File: src/include/pcm_clock_map.vh
/*
 * register map, field positions and timing counts of the clock manager.
 * assumes a 200 MHz system clock; definitions only.
 */
`ifndef PCM_CLOCK_MAP_VH
`define PCM_CLOCK_MAP_VH

// register offsets
`define PCM_ADDR_CTRL 8'h00
`define PCM_ADDR_SYNC 8'h01
`define PCM_ADDR_STAT 8'h02
`define PCM_ADDR_FLAG 8'h03
`define PCM_ADDR_MASK 8'h04

// control fields
`define PCM_CTRL_TRIM_LSB 0
`define PCM_CTRL_SPREAD_EN 4
`define PCM_CTRL_SPAN_SEL 5
`define PCM_CTRL_BAND_SEL 6
`define PCM_CTRL_OUT_EN 7
`define PCM_SYNC_EN_BIT 0

// flag and mask fields
`define PCM_FLAG_SETTLED 0
`define PCM_FLAG_FAULT 1
`define PCM_MASK_RESET 2'h0

// clock rates
`define PCM_MCLK_KHZ 200000
`define PCM_TICK_KHZ 100
`define PCM_TICK_CYC (`PCM_MCLK_KHZ / `PCM_TICK_KHZ)

// trim step dwell, least time rounds up
`define PCM_DWELL_NS 5200
`define PCM_DWELL_CYC ((`PCM_DWELL_NS * (`PCM_MCLK_KHZ / 1000) + 999) / 1000)

// spread modulation, 24 kHz, half period rounds down
`define PCM_SSMOD_HZ 24000
`define PCM_SSMOD_HALF_CYC ((`PCM_MCLK_KHZ * 1000) / (2 * `PCM_SSMOD_HZ))

// accepted sync periods in system cycles
`define PCM_BAND0_FMAX_KHZ 3000
`define PCM_BAND0_FMIN_KHZ 2000
`define PCM_BAND1_FMAX_KHZ 500
`define PCM_BAND1_FMIN_KHZ 333
`define PCM_BAND0_PMIN ((`PCM_MCLK_KHZ + `PCM_BAND0_FMAX_KHZ - 1) / `PCM_BAND0_FMAX_KHZ)
`define PCM_BAND0_PMAX (`PCM_MCLK_KHZ / `PCM_BAND0_FMIN_KHZ)
`define PCM_BAND1_PMIN ((`PCM_MCLK_KHZ + `PCM_BAND1_FMAX_KHZ - 1) / `PCM_BAND1_FMAX_KHZ)
`define PCM_BAND1_PMAX (`PCM_MCLK_KHZ / `PCM_BAND1_FMIN_KHZ)

// valid sync must hold this many 100 kHz ticks
`define PCM_SYNC_DB_TICKS 2

// divider of the high frequency clock
`define PCM_HF_DIV 8

`endif

File: src/pcm_sync_meter.v
/*
 * period meter of the external sync input: synchronises the pin,
 * measures rising-edge spacing and judges it against the selected band.
 * assumes the pin is asynchronous to clk and clk runs at 200 MHz.
 */
`timescale 1ns/1ps
`include "pcm_clock_map.vh"

module pcm_sync_meter (
   input wire clk,
   input wire rst_n,
   input wire sync_in,
   input wire band_sel,
   output wire sync_lvl,
   output reg period_ok_reg
);

   localparam integer B0_MIN = `PCM_BAND0_PMIN;
   localparam integer B0_MAX = `PCM_BAND0_PMAX;
   localparam integer B1_MIN = `PCM_BAND1_PMIN;
   localparam integer B1_MAX = `PCM_BAND1_PMAX;

   reg s1_reg;
   reg s2_reg;
   reg s3_reg;
   reg [10:0] cnt_reg;
   wire rise;
   wire [10:0] per;
   wire [10:0] pmin;
   wire [10:0] pmax;

   assign rise = s2_reg & ~s3_reg;
   assign per = cnt_reg + 11'h001;
   assign pmin = band_sel ? B1_MIN[10:0] : B0_MIN[10:0];
   assign pmax = band_sel ? B1_MAX[10:0] : B0_MAX[10:0];
   assign sync_lvl = s2_reg;

   // two-stage synchroniser, edge taken after the second stage
   always @(posedge clk) begin
      if (!rst_n) begin
         s1_reg <= 1'b0;
         s2_reg <= 1'b0;
         s3_reg <= 1'b0;
      end else begin
         s1_reg <= sync_in;
         s2_reg <= s1_reg;
         s3_reg <= s2_reg;
      end
   end

   ////////////////////////////////////////////////////////////////////
   // period judged at each edge; a stalled pin times out as invalid
   always @(posedge clk) begin
      if (!rst_n) begin
         cnt_reg <= 11'h000;
         period_ok_reg <= 1'b0;
      end else if (rise) begin
         cnt_reg <= 11'h000;
         period_ok_reg <= (per >= pmin) && (per <= pmax);
      end else begin
         if (cnt_reg != 11'h7ff)
            cnt_reg <= per;
         if (per > pmax)
            period_ok_reg <= 1'b0;
      end
   end

endmodule

File: src/pcm_clock_mgmt.v
/*
 * digital clock manager: trim walk of the high frequency clock, divide
 * by 8, spread-spectrum control, sync validation with fallback, sync
 * output and interrupt flags behind a plain register port.
 * assumes 200 MHz MCLK, fuse defaults static around reset, and an
 * analog oscillator and pll driven by the outputs.
 */
// Contract
// - control timing derives from a 100 kHz tick; only the sync debounce uses it, dwell and modulation count MCLK
// - 20 MHz clock trimmed by 4-bit field
// - trim codes map to 16..24 MHz steps
// - multi-step change walks, 5.2 us per step
// - settled flag raised, drives irq unless masked
// - switching clock is hf clock divided by 8; code uses the sync pin level in ST_EXT
// - trim loads from fuse default at reset
// - no retuning while spread or sync active
// - spread enable bit, fuse default
// - span bit selects 5 or 10 percent
// - 24 kHz modulation while spread is on
// - sync enabled forces spread off
// - fuse sync off keeps pll off
// - fuse sync on keeps pll running
// - band bit picks accepted sync range
// - out-of-band sync frequency is invalid
// - bad sync reverts internal, sets fault flag
// - fault state follows sync validity
// - return to external needs clear flag, valid
// - sync output low or switching clock
`timescale 1ns/1ps
`include "pcm_clock_map.vh"

module pcm_clock_mgmt (
   input wire MCLK,
   input wire RST_N,
   input wire [7:0] ADDR,
   input wire [7:0] WDATA,
   input wire WR,
   input wire RD,
   output reg [7:0] RDATA,
   input wire [3:0] HF_CLOCK_TRIM_FUSE,
   input wire SPREAD_ENABLE_FUSE_DEFAULT,
   input wire SPREAD_SPAN_FUSE_DEFAULT,
   input wire EXT_SYNC_FUSE_ENABLE,
   input wire SYNC_BAND_FUSE_DEFAULT,
   input wire SYNC_CLOCK_OUT_FUSE_DEFAULT,
   input wire HF_CLK_IN,
   input wire EXT_SYNC_IN,
   output reg [3:0] HF_CLOCK_TRIM,
   output reg SPREAD_ON,
   output reg SPREAD_SPAN,
   output reg SPREAD_MOD_UP,
   output reg PLL_ON,
   output reg PLL_SRC_EXT,
   output reg SW_CLK,
   output reg SYNC_CLOCK_OUT,
   output reg TICK_100K,
   output reg IRQ_OUT_N
);

   localparam integer TICK_LAST = `PCM_TICK_CYC - 1;
   localparam integer DWELL_LAST = `PCM_DWELL_CYC - 1;
   localparam integer SSMOD_LAST = `PCM_SSMOD_HALF_CYC - 1;
   localparam integer DB_TICKS = `PCM_SYNC_DB_TICKS;
   localparam integer HF_HALF_LAST = `PCM_HF_DIV / 2 - 1;

   // sync path states
   localparam [1:0] ST_OFF = 2'h0;
   localparam [1:0] ST_INT = 2'h1;
   localparam [1:0] ST_EXT = 2'h2;

   ////////////////////////////////////////////////////////////////////
   // trim code and linear step index (0 = 16 MHz .. 8 = 24 MHz)
   function code_ok;
      input [3:0] c;
      begin
         code_ok = (c <= 4'h4) || ((c >= 4'h9) && (c <= 4'hc));
      end
   endfunction

   function [3:0] idx_of;
      input [3:0] c;
      begin
         if (c <= 4'h4)
            idx_of = c + 4'h4;
         else
            idx_of = c - 4'h9;
      end
   endfunction

   function [3:0] code_of;
      input [3:0] i;
      begin
         if (i >= 4'h4)
            code_of = i - 4'h4;
         else
            code_of = i + 4'h9;
      end
   endfunction

   ////////////////////////////////////////////////////////////////////
   // registers and state
   reg [3:0] trim_reg;
   reg spread_en_reg;
   reg span_reg;
   reg band_reg;
   reg out_en_reg;
   reg sync_en_reg;
   reg [1:0] mask_reg;
   reg settled_flag_reg;
   reg fault_flag_reg;
   reg [3:0] tgt_idx_reg;
   reg [3:0] cur_idx_reg;
   reg [10:0] dwell_reg;
   reg [10:0] tick_cnt_reg;
   reg [12:0] ss_cnt_reg;
   reg hf1_reg;
   reg hf2_reg;
   reg hf3_reg;
   reg [1:0] hf_cnt_reg;
   reg div_reg;
   reg [1:0] db_cnt_reg;
   reg sync_valid_reg;
   reg [1:0] state_reg;
   reg [1:0] state_next;
   reg [3:0] cur_idx_next;
   reg settle_pulse;
   reg sw_clk_next;

   wire sync_en_eff;
   wire spread_act;
   wire hold_walk;
   wire fault_state;
   wire ext_sel;
   wire ext_lvl;
   wire period_ok;
   wire hf_rise;
   wire wr_ctrl;
   wire wr_flag;

   assign sync_en_eff = EXT_SYNC_FUSE_ENABLE & sync_en_reg;
   assign spread_act = spread_en_reg & ~sync_en_eff;
   assign ext_sel = (state_reg == ST_EXT);
   assign hold_walk = spread_act | ext_sel;
   assign fault_state = sync_en_eff & ~sync_valid_reg;
   assign hf_rise = hf2_reg & ~hf3_reg;
   assign wr_ctrl = WR && (ADDR == `PCM_ADDR_CTRL);
   assign wr_flag = WR && (ADDR == `PCM_ADDR_FLAG);

   // period meter of the sync pin
   pcm_sync_meter u_meter (
      .clk(MCLK),
      .rst_n(RST_N),
      .sync_in(EXT_SYNC_IN),
      .band_sel(band_reg),
      .sync_lvl(ext_lvl),
      .period_ok_reg(period_ok)
   );

   ////////////////////////////////////////////////////////////////////
   // 100 kHz control tick from the system clock
   always @(posedge MCLK) begin
      if (!RST_N) begin
         tick_cnt_reg <= 11'h000;
         TICK_100K <= 1'b0;
      end else if (tick_cnt_reg == TICK_LAST[10:0]) begin
         tick_cnt_reg <= 11'h000;
         TICK_100K <= 1'b1;
      end else begin
         tick_cnt_reg <= tick_cnt_reg + 11'h001;
         TICK_100K <= 1'b0;
      end
   end

   ////////////////////////////////////////////////////////////////////
   // control register, fuse defaults land on reset
   always @(posedge MCLK) begin
      if (!RST_N) begin
         trim_reg <= HF_CLOCK_TRIM_FUSE;
         tgt_idx_reg <= idx_of(HF_CLOCK_TRIM_FUSE);
         spread_en_reg <= SPREAD_ENABLE_FUSE_DEFAULT;
         span_reg <= SPREAD_SPAN_FUSE_DEFAULT;
         band_reg <= SYNC_BAND_FUSE_DEFAULT;
         out_en_reg <= SYNC_CLOCK_OUT_FUSE_DEFAULT;
         sync_en_reg <= 1'b1;
         mask_reg <= `PCM_MASK_RESET;
      end else if (WR) begin
         if (wr_ctrl) begin
            // bad codes keep the old target so nothing undefined is aimed at
            if (code_ok(WDATA[3:0])) begin
               trim_reg <= WDATA[3:0];
               tgt_idx_reg <= idx_of(WDATA[3:0]);
            end
            spread_en_reg <= WDATA[`PCM_CTRL_SPREAD_EN];
            span_reg <= WDATA[`PCM_CTRL_SPAN_SEL];
            band_reg <= WDATA[`PCM_CTRL_BAND_SEL];
            out_en_reg <= WDATA[`PCM_CTRL_OUT_EN];
         end
         if (ADDR == `PCM_ADDR_SYNC)
            sync_en_reg <= WDATA[`PCM_SYNC_EN_BIT];
         if (ADDR == `PCM_ADDR_MASK)
            mask_reg <= WDATA[1:0];
      end
   end

   ////////////////////////////////////////////////////////////////////
   // trim walk: one step at once, then a dwell before the next
   always @* begin
      cur_idx_next = cur_idx_reg;
      settle_pulse = 1'b0;
      if ((dwell_reg == 11'h000) && (cur_idx_reg != tgt_idx_reg) && !hold_walk) begin
         if (cur_idx_reg < tgt_idx_reg)
            cur_idx_next = cur_idx_reg + 4'h1;
         else
            cur_idx_next = cur_idx_reg - 4'h1;
         settle_pulse = (cur_idx_next == tgt_idx_reg);
      end
   end

   // dwell counter; the reset value starts walking-free at the fuse trim
   always @(posedge MCLK) begin
      if (!RST_N) begin
         cur_idx_reg <= idx_of(HF_CLOCK_TRIM_FUSE);
         HF_CLOCK_TRIM <= HF_CLOCK_TRIM_FUSE;
         dwell_reg <= 11'h000;
      end else begin
         cur_idx_reg <= cur_idx_next;
         HF_CLOCK_TRIM <= code_of(cur_idx_next);
         if (cur_idx_next != cur_idx_reg)
            dwell_reg <= DWELL_LAST[10:0];
         else if (dwell_reg != 11'h000)
            dwell_reg <= dwell_reg - 11'h001;
      end
   end

   ////////////////////////////////////////////////////////////////////
   // spread spectrum: level outputs plus 24 kHz up/down direction
   always @(posedge MCLK) begin
      if (!RST_N) begin
         SPREAD_ON <= 1'b0;
         SPREAD_SPAN <= 1'b0;
         SPREAD_MOD_UP <= 1'b0;
         ss_cnt_reg <= 13'h0000;
      end else begin
         SPREAD_ON <= spread_act;
         SPREAD_SPAN <= span_reg;
         if (!spread_act) begin
            ss_cnt_reg <= 13'h0000;
            SPREAD_MOD_UP <= 1'b0;
         end else if (ss_cnt_reg == SSMOD_LAST[12:0]) begin
            ss_cnt_reg <= 13'h0000;
            SPREAD_MOD_UP <= ~SPREAD_MOD_UP;
         end else begin
            ss_cnt_reg <= ss_cnt_reg + 13'h0001;
         end
      end
   end

   ////////////////////////////////////////////////////////////////////
   // hf clock sampled on MCLK; 8 samples per period even at 24 MHz
   always @(posedge MCLK) begin
      if (!RST_N) begin
         hf1_reg <= 1'b0;
         hf2_reg <= 1'b0;
         hf3_reg <= 1'b0;
      end else begin
         hf1_reg <= HF_CLK_IN;
         hf2_reg <= hf1_reg;
         hf3_reg <= hf2_reg;
      end
   end

   // divide by 8: toggle every fourth rising edge for a square output
   always @(posedge MCLK) begin
      if (!RST_N) begin
         hf_cnt_reg <= 2'h0;
         div_reg <= 1'b0;
      end else if (hf_rise) begin
         hf_cnt_reg <= hf_cnt_reg + 2'h1;
         if (hf_cnt_reg == HF_HALF_LAST[1:0])
            div_reg <= ~div_reg;
      end
   end

   ////////////////////////////////////////////////////////////////////
   // sync validity must last a few control ticks, loss is immediate
   always @(posedge MCLK) begin
      if (!RST_N) begin
         db_cnt_reg <= 2'h0;
         sync_valid_reg <= 1'b0;
      end else if (!period_ok || !sync_en_eff) begin
         db_cnt_reg <= 2'h0;
         sync_valid_reg <= 1'b0;
      end else if (TICK_100K && !sync_valid_reg) begin
         if (db_cnt_reg == DB_TICKS[1:0] - 2'h1)
            sync_valid_reg <= 1'b1;
         else
            db_cnt_reg <= db_cnt_reg + 2'h1;
      end
   end

   ////////////////////////////////////////////////////////////////////
   // source selection
   always @* begin
      state_next = state_reg;
      case (state_reg)
         ST_OFF: begin
            if (EXT_SYNC_FUSE_ENABLE)
               state_next = ST_INT;
         end
         ST_INT: begin
            if (!EXT_SYNC_FUSE_ENABLE)
               state_next = ST_OFF;
            else if (!fault_flag_reg && sync_valid_reg && sync_en_eff)
               state_next = ST_EXT;
         end
         ST_EXT: begin
            if (!EXT_SYNC_FUSE_ENABLE)
               state_next = ST_OFF;
            else if (fault_state || !sync_en_eff)
               state_next = ST_INT;
         end
         default: begin
            state_next = ST_OFF;
         end
      endcase
   end

   always @(posedge MCLK) begin
      if (!RST_N) begin
         state_reg <= ST_OFF;
         PLL_ON <= 1'b0;
         PLL_SRC_EXT <= 1'b0;
      end else begin
         state_reg <= state_next;
         PLL_ON <= (state_next != ST_OFF);
         PLL_SRC_EXT <= (state_next == ST_EXT);
      end
   end

   ////////////////////////////////////////////////////////////////////
   // switching clock and its copy on the sync output pin
   always @* begin
      if (state_reg == ST_EXT)
         sw_clk_next = ext_lvl;
      else
         sw_clk_next = div_reg;
   end

   always @(posedge MCLK) begin
      if (!RST_N) begin
         SW_CLK <= 1'b0;
         SYNC_CLOCK_OUT <= 1'b0;
      end else begin
         SW_CLK <= sw_clk_next;
         SYNC_CLOCK_OUT <= out_en_reg & sw_clk_next;
      end
   end

   ////////////////////////////////////////////////////////////////////
   // sticky flags: write one clears, a same-cycle event wins
   always @(posedge MCLK) begin
      if (!RST_N) begin
         settled_flag_reg <= 1'b0;
         fault_flag_reg <= 1'b0;
      end else begin
         if (settle_pulse)
            settled_flag_reg <= 1'b1;
         else if (wr_flag && WDATA[`PCM_FLAG_SETTLED])
            settled_flag_reg <= 1'b0;
         if (fault_state)
            fault_flag_reg <= 1'b1;
         else if (wr_flag && WDATA[`PCM_FLAG_FAULT])
            fault_flag_reg <= 1'b0;
      end
   end

   // active-low interrupt from unmasked flags
   always @(posedge MCLK) begin
      if (!RST_N)
         IRQ_OUT_N <= 1'b1;
      else
         IRQ_OUT_N <= ~((settled_flag_reg & ~mask_reg[0]) | (fault_flag_reg & ~mask_reg[1]));
   end

   ////////////////////////////////////////////////////////////////////
   // read port: data stand one cycle after the strobe, zero otherwise
   always @(posedge MCLK) begin
      if (!RST_N) begin
         RDATA <= 8'h00;
      end else if (RD) begin
         case (ADDR)
            `PCM_ADDR_CTRL: RDATA <= {out_en_reg, band_reg, span_reg, spread_en_reg, trim_reg};
            `PCM_ADDR_SYNC: RDATA <= {6'h00, EXT_SYNC_FUSE_ENABLE, sync_en_reg};
            `PCM_ADDR_STAT: RDATA <= {ext_sel, fault_state, sync_valid_reg,
                                      (cur_idx_reg != tgt_idx_reg), code_of(cur_idx_reg)};
            `PCM_ADDR_FLAG: RDATA <= {6'h00, fault_flag_reg, settled_flag_reg};
            `PCM_ADDR_MASK: RDATA <= {6'h00, mask_reg};
            default: RDATA <= 8'h00;
         endcase
      end else begin
         RDATA <= 8'h00;
      end
   end

endmodule

File: config.mk
export PLATFORM = sky130hd
export DESIGN_NAME = pcm_clock_mgmt
export DESIGN_NICKNAME = d
export VERILOG_FILES = /design/src/pcm_sync_meter.v /design/src/pcm_clock_mgmt.v
export VERILOG_INCLUDE_DIRS = /design/src /design/src/include
export SDC_FILE = /design/constraint.sdc
export NUM_CORES = 1
export LEC_CHECK = 0
export BUFFER_PORTS_ARGS = -buffer_cell sky130_fd_sc_hd__buf_2
export CAP_MARGIN = 20
export CORE_UTILIZATION = 30
export DETAILED_ROUTE_END_ITERATION = 16
export GPL_TIMING_DRIVEN = 0
export PLACE_DENSITY = 0.44
export SKIP_LAST_GASP = 1
export SLEW_MARGIN = 25
export SYNTH_ARGS = -nofsm -noshare
export SYNTH_HDL_FRONTEND = slang
export SYNTH_SLANG_ARGS = --single-unit
export TNS_END_PERCENT = 1
File: constraint.sdc
create_clock -name MCLK -period 3.3 [get_ports MCLK]
set_input_delay 0.33 -clock MCLK [delete_from_list [all_inputs] [get_ports MCLK]]
set_output_delay 0.33 -clock MCLK [all_outputs]
set_load 0.05 [all_outputs]
# ---- After elaboration in Yosys (flattened, before gate mapping)
# Index checks and enable logic that the tools add are counted.
dict set report totals {
  ff_bits 103
  in_bits 31
  output_inout_bits 21
  wordCells 196
}
dict set report op_classes {
  n_addsub 16
  magnitude_cmp 10
  eq_ne 18
  muxes 49
  n_bitwise 22
  n_reduce_logical 42
}
# op n
set ops {}
lappend ops {{2-to-1 mux 4 bit} 17}
lappend ops {{case mux 8 bit (5 select lines)} 1}
lappend ops {{adder 11 x 1 -> 11 bit, second input constant} 2}
lappend ops {{2-to-1 mux 11 bit} 2}
lappend ops {{2-to-1 mux 1 bit} 21}
lappend ops {{equality test 8 x 2 -> 1 bit, second input constant} 2}
lappend ops {{AND reduction 2 bit} 8}
lappend ops {{adder 13 x 1 -> 13 bit, second input constant} 1}
lappend ops {{equality test 13 bit, second input constant} 1}
lappend ops {{NOT 1 bit} 12}
lappend ops {{equality test 11 bit, second input constant} 1}
lappend ops {{>= comparator 11 bit} 1}
lappend ops {{greater-than comparator 11 bit} 1}
lappend ops {{<= comparator 11 bit} 1}
lappend ops {{logical AND 1 bit} 11}
lappend ops {{logical NOT 11 bit} 1}
lappend ops {{!= test 11 bit, second input constant} 1}
lappend ops {{nonzero test 11 bit} 1}
lappend ops {{subtractor 11 x 1 -> 11 bit, second input constant} 1}
lappend ops {{2-to-1 mux 10 bit} 1}
lappend ops {{2-to-1 mux 2 bit} 5}
lappend ops {{nonzero test 2 bit} 5}
lappend ops {{2-to-1 mux 9 bit} 1}
lappend ops {{adder 4 x 3 -> 4 bit, second input constant} 2}
lappend ops {{other kinds (28)} 57}

# ---- Longest topological paths before layout
# Gate-level depths: netlist of the first run.
dict set report logic_depth {
  word_depth 11
  mapped_depth 12
  mapped_depth_nobuf 12
}

# ---- Hierarchy
# From an unflattened synthesis of the first run, not the netlist that was laid out.
dict set report hier_totals {
  hier_cells 565
  hier_area_um2 5278.8
}
# mod instances cells_per_inst area_per_inst_um2 seq_area_each_um2
set modules_own_cells {}
lappend modules_own_cells {pcm_clock_mgmt 1 459 4307.9 1881.8}
lappend modules_own_cells {pcm_sync_meter 1 106 970.9 300.3}

# ---- Least setup slack after synthesis of the first run
# Ideal clock, no wire load.
dict set report synth_timing {
  path_type {flip-flop to flip-flop}
  from {register tgt_idx_reg[1]}
  to {register HF_CLOCK_TRIM[1]}
  setup_ns 0.120
  t_arrival_ns 2.968
  required_ns 3.180
  slack_ns 0.212
  path_stages_with_launch 13
  n_path_buf 0
  period_less_slack_ns 3.088
  path_cell_list {edfxtp_1 inv_1 ha_1 nor2b_1 o211ai_1 nand2_1 ha_1 a21o_1 or3_1 nand4_1 or4b_4 and3_1 o31a_1}
}
dict set report synth_between {
  elab_chain_cells 7
  elab_cells_between_ends 12
  cone_classes {add/sub (2); order compare (2); eq/ne (1); mux (5); reduce/logical (2)}
}
# item line_no
set synth_rtl {}
lappend synth_rtl {{start, declared} pcm_clock_mgmt.v:111} ;# reg [3:0] tgt_idx_reg;
lappend synth_rtl {{start signal, assigned} pcm_clock_mgmt.v:179} ;# tgt_idx_reg <= idx_of(HF_CLOCK_TRIM_FUSE);
lappend synth_rtl {{start signal, assigned} pcm_clock_mgmt.v:191} ;# tgt_idx_reg <= idx_of(WDATA[3:0]);
lappend synth_rtl {{less-than comparator 4 bit / != test 4 bit (equally long branches)} {pcm_clock_mgmt.v:211, pcm_clock_mgmt.v:210}}
lappend synth_rtl {{2-to-1 mux 4 bit / logical AND 1 bit (equally long branches)} {pcm_clock_mgmt.v:211, pcm_clock_mgmt.v:210}}
lappend synth_rtl {{2-to-1 mux 4 bit / logical AND 1 bit (equally long branches)} pcm_clock_mgmt.v:210} ;# if ((dwell_reg == 11'h000) && (cur_idx_reg != tgt_idx_reg) && !hold_walk) begin
lappend synth_rtl {{2-to-1 mux 4 bit (*)} pcm_clock_mgmt.v:210}
lappend synth_rtl {{adder 4 bit (tied with other cells)} pcm_clock_mgmt.v:96} ;# code_of = i + 4'h9;
lappend synth_rtl {{2-to-1 mux 4 bit (*)} pcm_clock_mgmt.v:93} ;# if (i >= 4'h4)
lappend synth_rtl {{2-to-1 mux 4 bit (*)} pcm_clock_mgmt.v:221} ;# if (!RST_N) begin
lappend synth_rtl {{end signal, assigned} pcm_clock_mgmt.v:227} ;# HF_CLOCK_TRIM <= code_of(cur_idx_next);
lappend synth_rtl {{end, declared} pcm_clock_mgmt.v:48} ;# output reg [3:0] HF_CLOCK_TRIM,
# Mark *: on every way between the ends. The rest lies on a longest branch, timed or not. The select of a mux whose other input is x is not followed.
# A chain may end at the register's enable or synchronous reset.

# ---- Final worst setup path of the first run
# Ends and elaborated chain as after synthesis.

==> reports/results.tsv, run 1 <==
metric	value	unit
Sw Share	34.4	%
min Tclk post-route	3.22	ns
total die area	17700	sq um
Syn Area/Cell	9.09	sq um
Antenna Cells	0	
cell count after synthesis	566	
core area	16600	sq um
area growth from synthesis to layout	18.9	%
Hold Violations, Final	0	
fmax	310	MHz
drt first-iter violations	154	
GRT Total Usage	14.9	%
Multi-input gate area	2850	sq um
min-delay worst type	in -> reg	
synth unique cells	57	
CTS tree	done	
clk sinks	103	
final WL	12300	microns
Post-synth top flop	dfxtp_1	
CP Capture Type	register	
dpl cells	836	
flops & latches, synth	103	
Sw Pwr	1.39	mW
CP Max Fanout	4	
gp weighted congestion	0.797	
fraction of registers with async set/reset	0	%
register area	2190	sq um
top cells by count, synth	dfxtp_1, nor2_1, nand2_1, ha_1, inv_1	
status	finished clean	
Lkg Pwr	2.53	nW
Comb pwr share	33.8	%
HPWL after DPL	9210	microns
initial core utilization	30.9	%
share of the synthesized area in the top cell type	35.4	%
dominant cells by area after synthesis	dfxtp_1, ha_1, edfxtp_1, nor2_1, xnor2_1	
worst slew pin tran	0.776	ns
largest net degree at the start of global routing	17	
number of flip-flops in the largest register	13	
Post-CTS Hold Fix Bufs	0	
Congestion Overflow GR	0	
internal power	2.66	mW
num rows	47	
DRT Pass-1 Iters	4	
pwr dens	662	nW/um^2
top-count cell post-synth	dfxtp_1	
vias per cell	4.80	
clock skew	0.00565	ns
crit share post-route	97.6	%
Final nets	702	
WHS	0.206	ns
Max-slew headroom	47.5	%
first-pass GRT wire length	20800	microns
io pins	52	
Final Non-Filler Cells	859	
CP Class	reg -> reg	
CTS Buf Count	9	
H-tree depth	3	
Final Max Tran Viols	0	
DP Area	5670	sq um
vias in the first global route	4278	
IO Port Bufs	50	
CTS clk-pin slew, worst paths	0.07	ns
synthesized net count	633	
synthesized area	5140	sq um
Ys Warns	0	
Yosys top cell by area	dfxtp_1	
Clock Latency Late Sink	0.35	ns
Setup-failing EPs final	0	
Die H	133	microns
Die Wd	133	microns
layout cells sized above 1	16.3	%
maximum clock path buffer count	2	
Vias	4122	
# Max-Cap Violations	0	
wire per inst	14.3	microns
WP data arrival	3.47	ns
RSZ-0062 raised after global routing	yes	
# DRC	0	
worst vdd ir	0.473	mV
Routed Antenna Nets	0	
Flop pwr share	38.4	%
sequential cell area fraction in the yosys report	42.4	%
# fillers	1720	
CP Data Required Time	3.54	ns
Design Area, Final	6120	sq um
Post-synth EDFFs	12	
Startpoint Class	register	
Root Buffer	clkbuf_16	
initial antenna violation count	0	
Clk pwr share	27.8	%
## power groups by stage
stage	Combinational, mW	Sequential [mW]	Clock [mW]
finish	1.37	1.56	1.13
global route	1.52	1.58	1.22
CTS	1.28	1.55	1.17
detailed placement	1.25	1.57	0
global placement	1.23	1.57	0
floorplan	0.887	1.62	0
## per-stage QoR
stage	setup WS (ns)	TNS [ns]	power, mW	utilization, %
final	0.0776	0	4.05	36.8
after global routing	-0.0287	-0.0287	4.32	36.8
after CTS	0.00866	0	4.00	36.1
after detailed placement	-0.131	-1.06	2.82	34.1
after global placement	-0.0925	-0.739	2.80	34.1
after floorplan	0.212	0	2.51	-
## critical path, cell delays in order (launching register included)
cell and delay, ns:
edfxtp_1 0.42, inv_2 0.09, ha_4 0.19, nor2b_2 0.14, o211ai_1 0.27, nand2_2 0.20, ha_4 0.26, a21o_1 0.17
or3_4 0.36, nand4_1 0.10, or4b_4 0.49, and3_4 0.20, o31a_1 0.23
## layout by cell type (no fill, tap or decap), types with 8 or more instances in the layout
cell	instances
buf_4	8
edfxtp_1	12
nor2_1	85
dfxtp_1	87
and3_1	12
buf_2	51
nor3_1	10
a21oi_1	21
inv_1	32
nand3_1	24
mux2_2	8
ha_1	31
o21ai_0	16
nand2_1	36
clkbuf_1	12
xor2_1	24
clkbuf_16	10
mux2i_1	9
nand4_1	9
xnor2_1	29
and2_1	8
## kinds of logic (layout without fill, tap and decap cells)
group | Yosys count | count (layout) | synth area share (%)
DFF | 103 | 103 | 42.4
buffers and inverters | 48 | 121 | 3.53
AOI/OAI and AO/OA | 84 | 84 | 10.7
muxes | 17 | 17 | 3.50
xor gates and xnor gates | 53 | 53 | 9.02
adders and majority gates | 36 | 36 | 8.90
and+or+nand+nor | 225 | 225 | 21.9
## layout make-up
type	instances	area share [%]
tap	220	4.50
buffer	14	0.879
timing repair buffer	58	5.07
sequential	103	35.7
clock buffer	11	4.31
multi-input combinational	415	46.6
inverter	34	2.09
clock inverter	4	0.818
## repair_timing
| action | in CTS | in global routing |
|---|---|---|
| endpoints found under the setup margin | 1 | 2 |
| pin swaps | 3 | 7 |
| buffers inserted | 4 | 4 |
| gates resized for setup | 1 | 14 |
## layer usage
metal	global-route usage (%)	vias to the layer above	wire length (microns)
met5	0	-	0
met3	2.80	14	328
li1	-	2108	-
met2	25.7	60	6060
met4	6.45	0	242
met1	18.1	1940	5660
## final timing paths
| path | startpoint | endpoint | slack (ns) | depth (start not counted) |
|---|---|---|---|---|
| setup / recovery | tgt_idx_reg[1] | HF_CLOCK_TRIM[1] | 0.08 | 12 |
| hold / removal | EXT_SYNC_IN | u_meter.s1_reg | 0.21 | 2 |
| setup reg to reg | tgt_idx_reg[1] | HF_CLOCK_TRIM[1] | 0.08 | 12 |
| hold reg to reg | hf1_reg | hf2_reg | 0.43 | 1 |
(Power assumes the default switching activity.)
==> run 2: changes to the inputs <==
--- a/config.mk
+++ b/config.mk
@@ -6,6 +6,7 @@
 export SDC_FILE = /design/constraint.sdc
 export NUM_CORES = 1
 export LEC_CHECK = 0
+export ABC_AREA = 1
 export BUFFER_PORTS_ARGS = -buffer_cell sky130_fd_sc_hd__buf_2
 export CAP_MARGIN = 20
 export CORE_UTILIZATION = 30
==> run 2 against run 1 <==
- combinational power decreased by 12%
- synthesized area increased by 5.4%
- clock power decreased by 5%
- core utilization decreased by 1.0 points
- first-iteration DRC count increased by 61%
- global-route usage increased by 0.72 points
- sequential power about the same
- synthesized cell count increased by 27%
- cell count increased by 18%
- highest routed layer unchanged
==> reports/results.tsv, run 2 <==
metric	value	unit	change
Startpoint Class	register		
final WL	13500	microns	+10%
CTS Buf Count	9		unchanged
final core utilization	35.8	%	-1.0 points
Flop pwr share	40.2	%	+1.8 points
Post-synth top flop	dfxtp_1		
most frequent cells in the layout	nand2_1, inv_1, dfxtp_1		
met1 usage	21.8	%	+3.7 points
Post-CTS Hold Fix Bufs	0		unchanged
vias in the first global route	4510		+5.4%
number of flip-flops in the largest register	13		unchanged
WP data arrival	3.07	ns	-0.40 ns
first-pass GRT wire length	22200	microns	+6.5%
min Tclk post-route	2.83	ns	-0.396 ns
R2R setup slack	0.47	ns	+0.40 ns
CP most frequent cell	nand2_1		
top-count cell post-synth	nand2_1		
sequential cell area fraction in the yosys report	40.3	%	-2.2 points
Root Buffer	clkbuf_16		
core area	17500	sq um	+5.0%
Antenna Cells	0		unchanged
internal power	2.40	mW	-9.6%
hold depth	3		+1
dpl cells	995		+19%
RSZ-0062 raised after global routing	no		
top cells by count, synth	nand2_1, inv_1, dfxtp_1, nor2_1, a21oi_1		
commonest non-fill, non-tap cell in the layout	nand2_1		
crit path cell chain	inv_1, ha_1, a21o_1, a21oi_2, inv_1, ha_1, a21oi_1, nand2_1, nor2_1, nand3b_1, nand3_2, nand2_2, nand3b_1, nand2_1, nand2_1		
status	finished clean		
Ys Warns	0		unchanged
flops & latches, synth	103		unchanged
worst r2r dst	HF_CLOCK_TRIM[1]		
crit path launch	tgt_idx_reg[3]		
clk sinks	103		unchanged
Worst path top cell family by delay	simple AND/OR/NAND/NOR gates		
met2 Use GR	23.5	%	-2.2 points
Final Non-Filler Cells	1011		+18%
CP Class	reg -> reg		
synthesized area	5420	sq um	+5.4%
Setup-failing EPs final	0		unchanged
Design Area, Final	6250	sq um	+2.1%
# DRC	0		unchanged
maximum clock path buffer count	2		unchanged
IO Port Bufs	50		unchanged
cell count after synthesis	720		+27%
synthesized net count	787		+24%
fmax	354	MHz	+14%
Comb pwr share	31.8	%	-2.0 points
H-tree depth	3		unchanged
HPWL after DPL	10700	microns	+16%
slowest cell on the critical path	edfxtp_1		
Sw Share	37.1	%	+2.7 points
Max-slew headroom	57.4	%	+9.9 points
io pins	52		unchanged
Routed Antenna Nets	0		unchanged
# Max-Cap Violations	0		unchanged
share of the synthesized area in the top cell type	33.6	%	-1.8 points
fraction of registers with async set/reset	0	%	unchanged
DRT Pass-1 Iters	7		+3
GRT busiest layer	met2		
HP Start	HF_CLK_IN		
Final Max Tran Viols	0		unchanged
worst vdd ir	0.393	mV	-17%
total die area	18600	sq um	+5.3%
Post-synth EDFFs	12		unchanged
drt first-iter violations	248		+61%
Resized Gates After CTS	0		-1
wire per inst	13.4	microns	-6.4%
met3 usage	3.36	%	+0.56 points
Die Wd	136	microns	+2.6%
Vias	4702		+14%
worst slew pin tran	0.639	ns	-0.138 ns
Fin Setup TNS	0	ns	unchanged
area growth from synthesis to layout	15.3	%	
Hold Path End	hf1_reg		
min-delay worst type	in -> reg		
dominant cells by area after synthesis	dfxtp_1, nand2_1, ha_1, inv_1, edfxtp_1		
crit-path max cell delay	0.42	ns	-0.07 ns
layout cells sized above 1	12.5	%	-3.8 points
Clk pwr share	28.1	%	+0.3 points
CP Max Fanout	6		+2
Final nets	848		+21%
Clock Latency Late Sink	0.35	ns	about the same
initial core utilization	31.0	%	+0.099 points
DP Area	5950	sq um	+5.0%
Bufs and invs on worst path	2		+1
Syn Area/Cell	7.53	sq um	-17%
Congestion Overflow GR	0		unchanged
Lkg Pwr	2.85	nW	+13%
# Post-CTS Setup Buffers	0		-4
vias per cell	4.65		-3.1%
CTS clk-pin slew, worst paths	0.07	ns	about the same
GRT Total Usage	15.6	%	+0.72 points
Hold Violations, Final	0		unchanged
largest net degree at the start of global routing	19		+2
length in cells of the worst reg-to-reg path	15		+3
crit share post-route	85.7	%	-12 points
clock skew	0.00579	ns	+0.000138 ns
Die H	136	microns	+2.6%
initial antenna violation count	0		unchanged
Sw Pwr	1.42	mW	+1.5%
num rows	48		+2.1%
synth unique cells	52		-8.8%
power after layout	3.82	mW	-5.8%
gp weighted congestion	0.838		+5.2%
reg2reg start	tgt_idx_reg[3]		
Yosys top cell by area	dfxtp_1		
pwr dens	611	nW/um^2	-7.7%
CP Capture Type	register		
CP Data Required Time	3.54	ns	about the same
CTS tree	done		
run 2: how the worst max path moves through the flow:
| stage | to | slack (ns) | cells after the start |
|---|---|---|---|
| final | HF_CLOCK_TRIM[1] | 0.47 | 15 |
| after global routing | HF_CLOCK_TRIM[3] | 0.26 | 15 |
| after CTS | HF_CLOCK_TRIM[1] | 0.47 | 15 |
| after detailed placement | HF_CLOCK_TRIM[3] | 0.50 | 15 |
| after global placement | HF_CLOCK_TRIM[1] | 0.53 | 15 |
| after floorplan | HF_CLOCK_TRIM[2] | 0.80 | 15 |
run 2: layout make-up:
type                            count  area (sq um)
Timing Repair Buffer               50           250
Multi-Input combinational cell    495          2780
Clock inverter                      5          43.8
Inverter                          113           425
Sequential cell                   103          2180
Fill cell                        1851         11200
Clock buffer                       11           253
Tap cell                          225           282
Buffer                              9          37.5
run 2: worst min-delay path, cell delays in order:
cell and delay, ns:
buf_2 0.08, nand2_1 0.04, inv_1 0.04
run 2: per-stage QoR:
stage	worst slack (ns)	hold WS [ns]
after global routing	0.255	0.161
after floorplan	0.799	0.390
final	0.473	0.158
after detailed placement	0.495	0.400
after CTS	0.473	0.147
after global placement	0.529	0.396
run 2: cells by family after synthesis:
logic type / synth area share [%]
AO/OA/AOI/OAI: 11.9
adder cells (fa/ha/maj): 8.45
buffers and inverters: 8.54
flip-flops: 40.3
AND/OR/NAND/NOR: 28.1
XOR/XNOR: 2.75
run 2: power groups by stage:
stage | sequential, mW | clock, mW | combinational, mW
after floorplan | 1.62 | 0 | 0.866
after global placement | 1.56 | 0 | 1.20
after detailed placement | 1.56 | 0 | 1.21
after CTS | 1.53 | 1.11 | 1.22
after global routing | 1.55 | 1.17 | 1.38
final | 1.53 | 1.07 | 1.21
run 2: layer usage:
| layer | vias to the layer above | part of all wire (%) |
|---|---|---|
| met4 | 0 | 1.9 |
| met1 | 2114 | 51 |
| met2 | 110 | 42 |
| met3 | 17 | 5.4 |
| met5 | - | 0 |
| li1 | 2461 | - |
